==> src/shared/cpu_clk_cfg.svh <==
`ifndef CPU_CLK_CFG_SVH
`define CPU_CLK_CFG_SVH

// stages of every pin synchroniser
`define CCG_SYNC_STAGES 3
// fewest stages that still give the second/third agreement check
`define CCG_SYNC_MIN 3
// internal divider ratio
`define CCG_DIV_RATIO 3
// output and synchroniser reset levels
`define CCG_LOW 1'h0
`define CCG_HIGH 1'h1
// bit positions of the qualified ready pair
`define CCG_RDY_A 0
`define CCG_RDY_B 1

`endif

==> src/shared/cpu_clk_pkg.sv <==
package cpu_clk_pkg;

  // phase of the divide-by-three counter
  typedef enum logic [1:0] {
    PH_HIGH = 2'b00,
    PH_LOW1 = 2'b01,
    PH_LOW2 = 2'b10
  } div_phase_t;

endpackage : cpu_clk_pkg

==> src/verilog/cpu_clock_ready_reset_gen.sv <==
// Notes on behaviour
// - divide selected source by three
// - strap low picks external input, high crystal
// - clear input inhibits or aligns the divider
// - clear high holds counters reset
// - processor clock high one period of three
// - peripheral clock at half processor rate
// - peripheral clock has equal high and low
// - reset output changes on processor falling edge
// - sampled inputs taken at next processor edge
// - two ready inputs, each with qualifier
// - active-low qualifier gates its ready input
// - ready inputs synchronised to processor clock
// - ready held past processor hold before clearing
// - crystal kept running on oscillator output
`timescale 1ns/1ps
`include "cpu_clk_cfg.svh"

////////////////////////////////////////////////////////////////////////////////
module pin_sync #(
  parameter int STAGES = `CCG_SYNC_STAGES,
  parameter logic RST_VAL = `CCG_LOW
) (
  input wire logic clk_i,
  input wire logic rst_n_i,
  input wire logic pin_i,
  output logic level_o
);

  logic [STAGES-1:0] chain_ff;
  logic level_ff;
  wire agree_w = chain_ff[1] == chain_ff[2];

  generate
    if (STAGES < `CCG_SYNC_MIN) begin : g_bad_stages
      $error("pin_sync needs at least three stages");
    end
  endgenerate

  always_ff @(posedge clk_i or negedge rst_n_i) begin
    if (!rst_n_i) begin
      chain_ff <= {STAGES{RST_VAL}};
    end else begin
      chain_ff <= {chain_ff[STAGES-2:0], pin_i};
    end
  end

  // only the second and third stage judge a change, the first stays private
  always_ff @(posedge clk_i or negedge rst_n_i) begin
    if (!rst_n_i) begin
      level_ff <= RST_VAL;
    end else if (agree_w) begin
      level_ff <= chain_ff[2];
    end
  end

  assign level_o = level_ff;

endmodule : pin_sync

////////////////////////////////////////////////////////////////////////////////
module cpu_clock_ready_reset_gen #(
  parameter int SYNC_STAGES = `CCG_SYNC_STAGES
) (
  input wire logic sys_clk_i,
  input wire logic reset_n_i,
  input wire logic xtal_osc_i,
  input wire logic external_freq_in_i,
  input wire logic freq_select_i,
  input wire logic divider_clear_sync_i,
  input wire logic reset_schmitt_in_n_i,
  input wire logic bus_ready_in_a_i,
  input wire logic bus_ready_in_b_i,
  input wire logic ready_qualifier_a_n_i,
  input wire logic ready_qualifier_b_n_i,
  output logic cpu_clk_o,
  output logic periph_clk_o,
  output logic oscillator_out_o,
  output logic cpu_reset_o,
  output logic cpu_ready_o
);

  //////////////////////////////////////////////////////////////////////////////
  // reset release
  logic [1:0] rst_sync_ff;
  wire rst_n_w = rst_sync_ff[1];

  always_ff @(posedge sys_clk_i or negedge reset_n_i) begin
    if (!reset_n_i) begin
      rst_sync_ff <= {2{`CCG_LOW}};
    end else begin
      rst_sync_ff <= {rst_sync_ff[0], `CCG_HIGH};
    end
  end

  //////////////////////////////////////////////////////////////////////////////
  // pin synchronisers
  logic xtal_s, efi_s, sel_s, clear_s, res_n_s;
  logic rdy_a_s, rdy_b_s, qual_a_n_s, qual_b_n_s;

  pin_sync #(.STAGES(SYNC_STAGES), .RST_VAL(`CCG_LOW)) u_xtal (
    .clk_i(sys_clk_i), .rst_n_i(rst_n_w),
    .pin_i(xtal_osc_i), .level_o(xtal_s));
  pin_sync #(.STAGES(SYNC_STAGES), .RST_VAL(`CCG_LOW)) u_efi (
    .clk_i(sys_clk_i), .rst_n_i(rst_n_w),
    .pin_i(external_freq_in_i), .level_o(efi_s));
  pin_sync #(.STAGES(SYNC_STAGES), .RST_VAL(`CCG_HIGH)) u_sel (
    .clk_i(sys_clk_i), .rst_n_i(rst_n_w),
    .pin_i(freq_select_i), .level_o(sel_s));
  // clear reads high out of reset, so the divider starts held
  pin_sync #(.STAGES(SYNC_STAGES), .RST_VAL(`CCG_HIGH)) u_clear (
    .clk_i(sys_clk_i), .rst_n_i(rst_n_w),
    .pin_i(divider_clear_sync_i), .level_o(clear_s));
  pin_sync #(.STAGES(SYNC_STAGES), .RST_VAL(`CCG_LOW)) u_res (
    .clk_i(sys_clk_i), .rst_n_i(rst_n_w),
    .pin_i(reset_schmitt_in_n_i), .level_o(res_n_s));
  pin_sync #(.STAGES(SYNC_STAGES), .RST_VAL(`CCG_LOW)) u_rdy_a (
    .clk_i(sys_clk_i), .rst_n_i(rst_n_w),
    .pin_i(bus_ready_in_a_i), .level_o(rdy_a_s));
  pin_sync #(.STAGES(SYNC_STAGES), .RST_VAL(`CCG_LOW)) u_rdy_b (
    .clk_i(sys_clk_i), .rst_n_i(rst_n_w),
    .pin_i(bus_ready_in_b_i), .level_o(rdy_b_s));
  pin_sync #(.STAGES(SYNC_STAGES), .RST_VAL(`CCG_HIGH)) u_qual_a (
    .clk_i(sys_clk_i), .rst_n_i(rst_n_w),
    .pin_i(ready_qualifier_a_n_i), .level_o(qual_a_n_s));
  pin_sync #(.STAGES(SYNC_STAGES), .RST_VAL(`CCG_HIGH)) u_qual_b (
    .clk_i(sys_clk_i), .rst_n_i(rst_n_w),
    .pin_i(ready_qualifier_b_n_i), .level_o(qual_b_n_s));

  //////////////////////////////////////////////////////////////////////////////
  // source selection and edge detect
  logic src_prev_ff;
  wire src_w = sel_s ? xtal_s : efi_s;
  wire src_rise_w = src_w & ~src_prev_ff;

  always_ff @(posedge sys_clk_i or negedge rst_n_w) begin
    if (!rst_n_w) begin
      src_prev_ff <= `CCG_LOW;
    end else begin
      src_prev_ff <= src_w;
    end
  end

  //////////////////////////////////////////////////////////////////////////////
  // divide-by-three counter
  cpu_clk_pkg::div_phase_t phase_ff, nxt_phase, step_phase;

  always_comb begin
    unique case (phase_ff)
      cpu_clk_pkg::PH_HIGH: step_phase = cpu_clk_pkg::PH_LOW1;
      cpu_clk_pkg::PH_LOW1: step_phase = cpu_clk_pkg::PH_LOW2;
      cpu_clk_pkg::PH_LOW2: step_phase = cpu_clk_pkg::PH_HIGH;
      default: step_phase = cpu_clk_pkg::PH_LOW2;
    endcase
  end

  // parked on the last low phase so the first edge after clear goes high
  assign nxt_phase = clear_s ? cpu_clk_pkg::PH_LOW2 :
                     src_rise_w ? step_phase : phase_ff;

  wire nxt_cpu_clk = ~clear_s & (nxt_phase == cpu_clk_pkg::PH_HIGH);
  logic cpu_clk_ff;
  wire cpu_fall_w = cpu_clk_ff & ~nxt_cpu_clk;

  always_ff @(posedge sys_clk_i or negedge rst_n_w) begin
    if (!rst_n_w) begin
      phase_ff <= cpu_clk_pkg::PH_LOW2;
      cpu_clk_ff <= `CCG_LOW;
    end else begin
      phase_ff <= nxt_phase;
      cpu_clk_ff <= nxt_cpu_clk;
    end
  end

  //////////////////////////////////////////////////////////////////////////////
  // peripheral clock, reset and ready, moved on the processor fall; clear forces the peripheral clock low at once
  logic periph_ff, reset_ff, ready_ff, osc_ff;
  logic [1:0] rdy_qual_w;

  // a ready line counts only while its qualifier is low
  assign rdy_qual_w[`CCG_RDY_A] = rdy_a_s & ~qual_a_n_s;
  assign rdy_qual_w[`CCG_RDY_B] = rdy_b_s & ~qual_b_n_s;
  wire nxt_periph = clear_s ? `CCG_LOW : periph_ff ^ cpu_fall_w;
  wire nxt_reset = cpu_fall_w ? ~res_n_s : reset_ff;
  // dropping only on a fall keeps ready past the rising-edge hold
  wire nxt_ready = cpu_fall_w ? |rdy_qual_w : ready_ff;

  always_ff @(posedge sys_clk_i or negedge rst_n_w) begin
    if (!rst_n_w) begin
      periph_ff <= `CCG_LOW;
      reset_ff <= `CCG_HIGH;
      ready_ff <= `CCG_LOW;
      osc_ff <= `CCG_LOW;
    end else begin
      periph_ff <= nxt_periph;
      reset_ff <= nxt_reset;
      ready_ff <= nxt_ready;
      osc_ff <= xtal_s;
    end
  end

  assign cpu_clk_o = cpu_clk_ff;
  assign periph_clk_o = periph_ff;
  assign cpu_reset_o = reset_ff;
  assign cpu_ready_o = ready_ff;
  assign oscillator_out_o = osc_ff;
endmodule : cpu_clock_ready_reset_gen
==> config.mk <==
export PLATFORM = sky130hd
export DESIGN_NAME = cpu_clock_ready_reset_gen
export DESIGN_NICKNAME = d
export VERILOG_FILES = /design/src/shared/cpu_clk_pkg.sv /design/src/verilog/cpu_clock_ready_reset_gen.sv
export VERILOG_INCLUDE_DIRS = /design/src /design/src/shared
export SDC_FILE = /design/constraint.sdc
export NUM_CORES = 1
export LEC_CHECK = 0
export ABC_AREA = 1
export BUFFER_PORTS_ARGS = -buffer_cell sky130_fd_sc_hd__buf_2
export CAP_MARGIN = 20
export CORE_AREA = 2 2 55 57
export DETAILED_ROUTE_END_ITERATION = 6
export DIE_AREA = 0 0 57 59
export PLACE_DENSITY = 0.83
export SLEW_MARGIN = 25
export SYNTH_ARGS = -nofsm -noshare
export SYNTH_HDL_FRONTEND = slang
export SYNTH_SLANG_ARGS = --single-unit
==> constraint.sdc <==
create_clock -name sys_clk_i -period 1.8 [get_ports sys_clk_i]
set_clock_uncertainty 0.15 [all_clocks]
set_input_delay 0.18 -clock sys_clk_i [delete_from_list [all_inputs] [get_ports sys_clk_i]]
set_output_delay 0.18 -clock sys_clk_i [all_outputs]
set_load 0.02 [all_outputs]
Word level (Yosys, flattened, before mapping)
Index checks and enable logic that the tools add are counted.
- bits in registers: 46
- input bits: 11
- output and inout port bits: 5
- word-level logic and storage cells: 56
- eq/ne operators: 10
- mux-type cells: 5
- bitwise operators: 12
- reduce and logical (&&, ||, !) cells: 3
- operators with widths (operator ; number):
    1-bit == test ; 9
    1-bit inverter ; 6
    1-bit bitwise AND ; 5
    2-bit zero test ; 2
    2-bit 2-to-1 mux ; 2
    2-bit one-hot mux with 2 select lines ; 1
    2-bit == test, second input constant ; 1
    1-bit 2-to-1 mux ; 2
    2-bit OR reduction ; 1
    1-bit XOR ; 1

Longest topological paths before layout
Gate-level depths: netlist of run 1.
- word-level depth: 10
- depth in mapped cells: 10
- depth with buffers taken out: 10

Hierarchy
Synthesis of run 1 repeated with hierarchy kept, for this count alone.
- cell total of the unflattened synthesis: 115
- area total of the unflattened synthesis: 1498.9 um^2
- modules (own cells, without submodules) (module ; times used ; cells an instance ; area each (um^2) ; sequential area each (um^2)):
    pin_sync (u_efi ...) ; 5 ; 8 ; 116.4 ; 100.1
    pin_sync (u_clear ...) ; 4 ; 8 ; 121.4 ; 105.1
    cpu_clock_ready_reset_gen ; 1 ; 43 ; 431.7 ; 252.7

Worst setup path after synthesis of run 1
Ideal clock, no wire load.
- path kind: register to register
- from: register u_sel.level_ff, in the netlist u_sel.level_o
- to: register periph_ff, in the netlist periph_clk_o
- library setup time: 0.119 ns
- arrival: 1.135 ns
- required time: 1.531 ns
- setup slack: 0.396 ns
- cell stages (with the launch flop): 10
- path buffers: 0
- clock period less this slack: 1.404 ns
- path through: dfstp_2 -> inv_1 -> nand2_2 -> nand2_4 -> nand3_2 -> nand2_2 -> nor2_4 -> nand2_4 -> a21oi_1 -> nor2_1
- cells in the longest elaborated chain, start to end: 10
- RTL lines (element ; RTL line ; text):
    start, declared ; cpu_clock_ready_reset_gen.sv:31 ; logic level_ff;
    start signal, assigned ; cpu_clock_ready_reset_gen.sv:53 ; level_ff <= chain_ff[2];
    1-bit 2-to-1 mux ; cpu_clock_ready_reset_gen.sv:133 ; wire src_w = sel_s ? xtal_s : efi_s;
    net src_w ; cpu_clock_ready_reset_gen.sv:133 ;
    1-bit bitwise AND ; cpu_clock_ready_reset_gen.sv:134 ; wire src_rise_w = src_w & ~src_prev_ff;
    2-bit 2-to-1 mux ; cpu_clock_ready_reset_gen.sv:159 ; src_rise_w ? step_phase : phase_ff;
    2-bit 2-to-1 mux ; cpu_clock_ready_reset_gen.sv:158 ; assign nxt_phase = clear_s ? cpu_clk_pkg::PH_LOW2 :
    2-bit zero test ; cpu_clock_ready_reset_gen.sv:161 ; wire nxt_cpu_clk = ~clear_s & (nxt_phase == cpu_clk_pkg::PH_HIGH);
    1-bit bitwise AND ; cpu_clock_ready_reset_gen.sv:161 ;
    1-bit inverter ; cpu_clock_ready_reset_gen.sv:163 ; wire cpu_fall_w = cpu_clk_ff & ~nxt_cpu_clk;
    1-bit bitwise AND ; cpu_clock_ready_reset_gen.sv:163 ;
    1-bit XOR ; cpu_clock_ready_reset_gen.sv:183 ; wire nxt_periph = clear_s ? `CCG_LOW : periph_ff ^ cpu_fall_w;
    1-bit 2-to-1 mux ; cpu_clock_ready_reset_gen.sv:183 ;
    net nxt_periph ; cpu_clock_ready_reset_gen.sv:183 ;
    end signal, assigned ; cpu_clock_ready_reset_gen.sv:190 ; periph_ff <= `CCG_LOW;
    end signal, assigned ; cpu_clock_ready_reset_gen.sv:195 ; periph_ff <= nxt_periph;
    end, declared ; cpu_clock_ready_reset_gen.sv:177 ; logic periph_ff, reset_ff, ready_ff, osc_ff;
The timed path passes the listed nets, and every way through them passes these cells.
A chain may end at the register's enable or synchronous reset.

Worst setup path after layout of run 1
Ends and elaborated chain as after synthesis.

==> flow_metrics.tcl, run 1 <==
set metrics [dict create \
    crit_path_max_fanout 5 \
    period_minus_slack_ps 1510 \
    dp_hpwl_um 1300 \
    cts_tree "yes" \
    die_area_um2 3360 \
    worstPathArrival_ps 1620 \
    syn_area_per_cell_um2 16.4 \
    synth.largest_area_cell "dfrtp_1" \
    pre_cts_ws_ps 292 \
    diodes 0 \
    r2r_cells 9 \
    r2r_end "periph_clk_o" \
    layout_common_cells "dfrtp_1 (27), dfstp_2 (18), buf_2 (15), dlygate4sd3_1 (11), maj3_1 (9)" \
    ys_ff_latch 46 \
    clkPwrFrac_pct 25.2 \
    dieWidth_um 57 \
    final_nets 133 \
    htreeDepth 2 \
    globalRouteMet3Util_pct 5.24 \
    path_clk_slew_ps 130 \
    startpoint "u_sel.level_o" \
    leakage_nw 0.786 \
    combPwrFrac_pct 12.6 \
    drive_gt1_share_pct 44.7 \
    busiest_layer "met2" \
    fin_hold_ws_ps -2.79 \
    ys_warn_count 0 \
    grt_pass1_vias 785 \
    violations "negative hold slack" \
    power_density_nw_per_um2 1120 \
    syn_to_final_growth_pct 21.4 \
    fmax_mhz 662 \
    io_buffers 15 \
    grt_use_total_pct 15.0 \
    fin_ws_ps 289 \
    totalWireLength_um 2000 \
    synth_area_um2 1440 \
    rsz0062_at_grt "no" \
    place.gp.congestion 0.675 \
    setup.worst_path.start_class "flip-flop" \
    clock-sinks 46 \
    root_buffer "clkbuf_4" \
    viasPerCell 4.69 \
    ant_nets 0 \
    p_int_mw 1.45 \
    ir_drop_v 0.000967 \
    antenna_found_initial 0 \
    num_vias 723 \
    yosys.area.top_type_share_pct 48.6 \
    switchingPower_mw 0.508 \
    dr.pass1.iters 4 \
    seqPwrFrac_pct 62.1 \
    syn_inst 88 \
    met2_usage_pct 24.8 \
    grt_max_degree 32 \
    criticalPathCategory "reg2reg" \
    outcome "finished with violations" \
    r2r-start "u_sel.level_o" \
    rows 19 \
    wire_per_inst_um 13.0 \
    final_common_cell "dfrtp_1" \
    yosys-top-cells-area "dfrtp_1 (49%), dfstp_2 (33%), maj3_1 (6.2%)" \
    cts_buffer_depth 2 \
    cts_setup_buffers 0 \
    finalCritPeriodShare_pct 83.9 \
    setup_viol 0 \
    worstSkewPairLatency_ps 350 \
    synth-seq-area-share_pct 81.4 \
    initial_core_util_pct 53.2 \
    grt_pass1_wl_um 3470 \
    gr-total-overflow 0 \
    grt_use_met1_pct 16.3 \
    p_sw_share_pct 26.0 \
    fillCellCount 204 \
    core-area_um2 2710 \
    min_path_type "reg2async" \
    drv_cap 0 \
    syn-num-nets 99 \
    dr.first_iter.drc_count 7 \
    hold_violations 1 \
    die_h_um 59 \
    crit_end "periph_clk_o" \
    ctsResizeCount 0 \
    remaining_drc_errors 0 \
    tns_ps 0 \
    io_pins 16 \
    worst-r2r-setup-slack_ps 290 \
    cts_buffers 5 \
    drv_slew 0 \
    synth_cell_types 18 \
    critPathCaptureType "flip-flop" \
    cp.required_ps 1910 \
]
[power groups by stage]
stage          registers, mW  logic [mW]  clock network, mW
5_1_grt                 1.23       0.273              0.557
4_1_cts                 1.22       0.250              0.512
3_5_place_dp            1.24       0.231                  0
3_3_place_gp            1.23       0.219                  0
6_report                1.21       0.247              0.493
2_1_floorplan           1.27       0.108                  0
[final cells by class]
type | count | area, um2 | share of cell area [%]
tap | 31 | 38.8 | 2.21
clock buffer | 6 | 51.3 | 2.93
timing repair buffer | 27 | 205 | 11.7
clock inverter | 2 | 12.5 | 0.714
multi-input combinational | 32 | 231 | 13.2
inverter | 10 | 37.5 | 2.14
sequential | 46 | 1170 | 67.1
[critical path, cell delays in order, from the launching register on]
cell	delay, ps
dfstp_2	570
inv_1	50
nand2_2	60
nand2_4	60
nand3_2	70
nand2_2	70
nor2_4	120
nand2_4	80
a21oi_1	130
nor2_1	60
[metrics by stage]
stage | area, um2 | total power, mW | util (%) | std cells | hold WS [ps]
4_1_cts | 1750 | 1.98 | 64.6 | 154 | 16.6
6_report | 1750 | 1.95 | 64.6 | 154 | -2.79
3_5_place_dp | 1580 | 1.47 | 58.2 | 135 | -181
3_3_place_gp | 1580 | 1.45 | 58.2 | 135 | -185
5_1_grt | 1750 | 2.06 | 64.6 | 154 | 40.6
2_1_floorplan | 1440 | 1.38 | - | 88 | -266
[cell usage after synthesis]
cell type and instances:
o22ai_1 1, clkinv_1 2, a21oi_1 1, a21oi_2 1
nand2_1 6, nor2_1 2, nand3_1 2, nor2_4 1
inv_2 3, nand2_4 2, maj3_1 9, dfrtp_1 28
nand3_2 2, nand2_2 3, o21ai_1 1, inv_1 5
dfstp_2 18, conb_1 1
[worst min-delay path by stage]
stage | from | end | slack (ps) | cells after the start
floorplan | reset_n_i | rst_sync_ff[0] | -270 | 0
global placement | reset_n_i | rst_sync_ff[0] | -190 | 1
detailed placement | reset_n_i | rst_sync_ff[0] | -180 | 1
CTS | rst_sync_ff[1] | u_efi.chain_ff[2] | 20 | 0
global route | rst_sync_ff[1] | u_efi.chain_ff[2] | 40 | 0
finish | rst_sync_ff[1] | u_efi.chain_ff[2] | -3 | 0
[timing repair]
action,CTS,global route
setup endpoints to repair,0,0
hold buffers,11,0
endpoints found under the hold margin,11,0
[logic make-up (layout without fill, tap and decap cells)]
| group | count (synthesis) | after routing | synth area share (%) |
|---|---|---|---|
| compound gates | 4 | 4 | 1.73 |
| fa+ha+maj | 9 | 9 | 6.24 |
| buf+inv | 10 | 45 | 2.60 |
| flops | 46 | 46 | 81.4 |
| other cells | 1 | 1 | 0.260 |
| simple gates | 18 | 18 | 7.81 |
[metal layers]
| layer | up-vias | wire length [um] |
|---|---|---|
| met1 | 356 | 788 |
| met3 | 8 | 80 |
| met5 | - | 0 |
| met4 | 0 | 55 |
| met2 | 17 | 1070 |
| li1 | 342 | - |
Power figures use the tool's default switching activity.
==> run 2, diff against run 1 <==
ABC_AREA = 0   (was 1)
CORE_AREA = 2 2 57 59   (was 2 2 55 57)
DIE_AREA = 0 0 59 61   (was 0 0 57 59)
PLACE_DENSITY = 0.81   (was 0.83)
clock period = 1.33 ns   (was 1.8 ns; I/O delays follow)
==> run 2 against run 1 <==
Against the previous run: the run ends with negative setup slack left; critical path depth is 5 lower; design area is 7.9% higher; sequential power is 37% higher; hold slack better by 130 ps; register-to-register slack worse by 810 ps; setup slack worse by 810 ps; critical endpoint is now cpu_ready_o; largest power group unchanged.
==> flow_metrics.tcl, run 2 <==
set metrics [dict create \
    grt_pass1_wl_um 3850 \
    leakage_nw 0.836 \
    async_reset_ff_share_pct 100 \
    hold_violations 0 \
    remaining_drc_errors 0 \
    diodes 0 \
    crit_path_max_fanout 4 \
    place.gp.congestion 0.678 \
    combPwrFrac_pct 17.0 \
    yosys.area.top_type_share_pct 49.5 \
    ys_ff_latch 46 \
    root_buffer "clkbuf_4" \
    gr-total-overflow 0 \
    cts_buffer_depth 2 \
    fin_ws_ps -526 \
    synth-seq-area-share_pct 82.9 \
    worstSkewPairLatency_ps 350 \
    clock-sinks 46 \
    layout_common_cells "dfrtp_1 (27), dfstp_2 (18), buf_2 (14), dlygate4sd3_1 (12), maj3_1 (9)" \
    ir_drop_v 0.000789 \
    syn_inst 78 \
    dr.first_iter.drc_count 16 \
    postLayoutCellArea_um2 1890 \
    die_area_um2 3600 \
    criticalPathCategory "reg2reg" \
    fillCellCount 221 \
    dieWidth_um 59 \
    outcome "finished with violations" \
    cp_cell_sequence "mux2i_4, nor3_4, o41ai_4, mux2_4" \
    power_density_nw_per_um2 1480 \
    viasPerCell 4.70 \
    multiInputGateArea_um2 292 \
    synth_area_um2 1420 \
    synth_commonest_cells "dfrtp_1 (28), dfstp_2 (18), maj3_1 (9)" \
    clkPwrFrac_pct 23.3 \
    synth_ff_type "dfrtp_1" \
    ys_warn_count 0 \
    synth.largest_area_cell "dfrtp_1" \
    core-area_um2 2950 \
    rows 20 \
    slowest_delay_ps 590 \
    r2r_cells 4 \
    synth_cell_types 19 \
    io_pins 16 \
    finalCritPeriodShare_pct 140 \
    ant_nets 0 \
    drv_slew 0 \
    cp.required_ps 1430 \
    initial_core_util_pct 47.9 \
    place_area_um2 1620 \
    pre_cts_ws_ps -570 \
    slowest_stage "dfstp_2" \
    setup_viol 6 \
    dp_hpwl_um 1360 \
    syn-num-nets 89 \
    wire_per_inst_um 13.8 \
    synth.most_common_cell "dfrtp_1" \
    fin_hold_ws_ps 128 \
    switchingPower_mw 0.700 \
    violations "negative setup slack" \
    r2r_end "cpu_ready_o" \
    dr.pass1.iters 4 \
    rsz0062_at_grt "yes" \
    final_util_pct 64.0 \
    synth_edf_count 0 \
    htreeDepth 2 \
    yosys-top-cells-area "dfrtp_1 (50%), dfstp_2 (33%), maj3_1 (6.4%)" \
    cts_buffers 5 \
    setup.worst_path.start_class "flip-flop" \
    register_area_um2 1170 \
    total_power_mw 2.79 \
    min_path_type "reg2async" \
    drv_cap 0 \
    syn_to_final_growth_pct 33.5 \
    antenna_found_initial 0 \
    totalWireLength_um 2170 \
    period_minus_slack_ps 1860 \
    grt_use_total_pct 15.4 \
    num_vias 738 \
    critPathCaptureType "flip-flop" \
    worst-r2r-setup-slack_ps -530 \
    syn_area_per_cell_um2 18.1 \
    path_clk_slew_ps 120 \
    seqPwrFrac_pct 59.7 \
    p_int_mw 2.09 \
    grt_pass1_vias 847 \
    die_h_um 61 \
    cts_tree "yes" \
    r2r-start "u_sel.level_o" \
    final_nets 134 \
    worstPathArrival_ps 1960 \
    drive_gt1_share_pct 46.8 \
    fmax_mhz 539 \
    final_common_cell "dfrtp_1" \
    io_buffers 15 \
    grt_max_degree 38 \
    p_sw_share_pct 25.1 \
]
[run 2: cell count changes after synthesis, sizes merged, moves of 2 or more]
| cell | before | now |
|---|---|---|
| nand3 | 4 | 0 |
| inv | 8 | 4 |
| clkinv | 2 | 0 |
| mux2 | 0 | 2 |
| mux2i | 0 | 2 |
| nand2 | 11 | 1 |
[run 2: worst max-delay path by stage]
stage	from	endpoint	slack (ps)	cells past startpoint
after floorplan	u_sel.level_o	cpu_ready_o	-460	4
after global placement	u_sel.level_o	cpu_ready_o	-460	4
after detailed placement	u_sel.level_o	cpu_ready_o	-570	4
after CTS	u_sel.level_o	cpu_ready_o	-530	4
after global routing	u_sel.level_o	cpu_reset_o	-600	5
final	u_sel.level_o	cpu_ready_o	-530	4
[run 2: logic make-up after synthesis]
kind of cell | Yosys count | synth area share, %
mux | 4 | 3.01
buf+inv | 4 | 1.06
simple gates | 7 | 2.30
other cells | 1 | 0.265
fa+ha+maj | 9 | 6.37
compound gates | 7 | 4.07
flops | 46 | 82.9
[run 2: final cells by class]
cell class                 count  share of cell area, %
sequential                    46                   62.2
clock buffer                   8                   3.11
multi-input combinational     28                   15.4
timing repair buffer          38                   16.3
tap                           33                   2.19
inverter                       4                  0.795
[run 2: metrics by stage]
| stage | TNS [ps] | instances |
|---|---|---|
| 3_3_place_gp | -1470 | 133 |
| 2_1_floorplan | -1250 | 78 |
| 3_5_place_dp | -2090 | 133 |
| 5_1_grt | -2770 | 157 |
| 4_1_cts | -2150 | 156 |
| 6_report | -2320 | 157 |
[run 2: metal layers]
layer	GRT usage, %	part of all wire (%)	up-vias
met1	16.4	40	365
li1	-	-	350
met4	6.82	2.1	0
met5	0	0	-
met3	6.18	4.6	6
met2	27.0	53	17
[run 2: power by group through the flow]
stage / combinational (mW) / clock (mW) / sequential [mW]
2_1_floorplan: 0.128 / 0 / 1.74
3_3_place_gp: 0.321 / 0 / 1.67
3_5_place_dp: 0.343 / 0 / 1.68
4_1_cts: 0.449 / 0.685 / 1.66
5_1_grt: 0.512 / 0.748 / 1.68
6_report: 0.475 / 0.650 / 1.66
[run 2: critical path, delay by kind of cell, from the launching register on]
kind            cells  cell delay [ps]
compound gates      1              280
mux                 2              650
flops               1              590
simple gates        1               90
[run 2: repair_timing]
| action | in CTS | in global routing |
|---|---|---|
| endpoints found under the setup margin | 7 | 7 |
| endpoints found under the hold margin | 15 | 0 |
| pin swaps | 1 | 0 |
| hold buffers | 12 | 0 |
| buffers inserted | 3 | 1 |
| resized for setup | 10 | 3 |
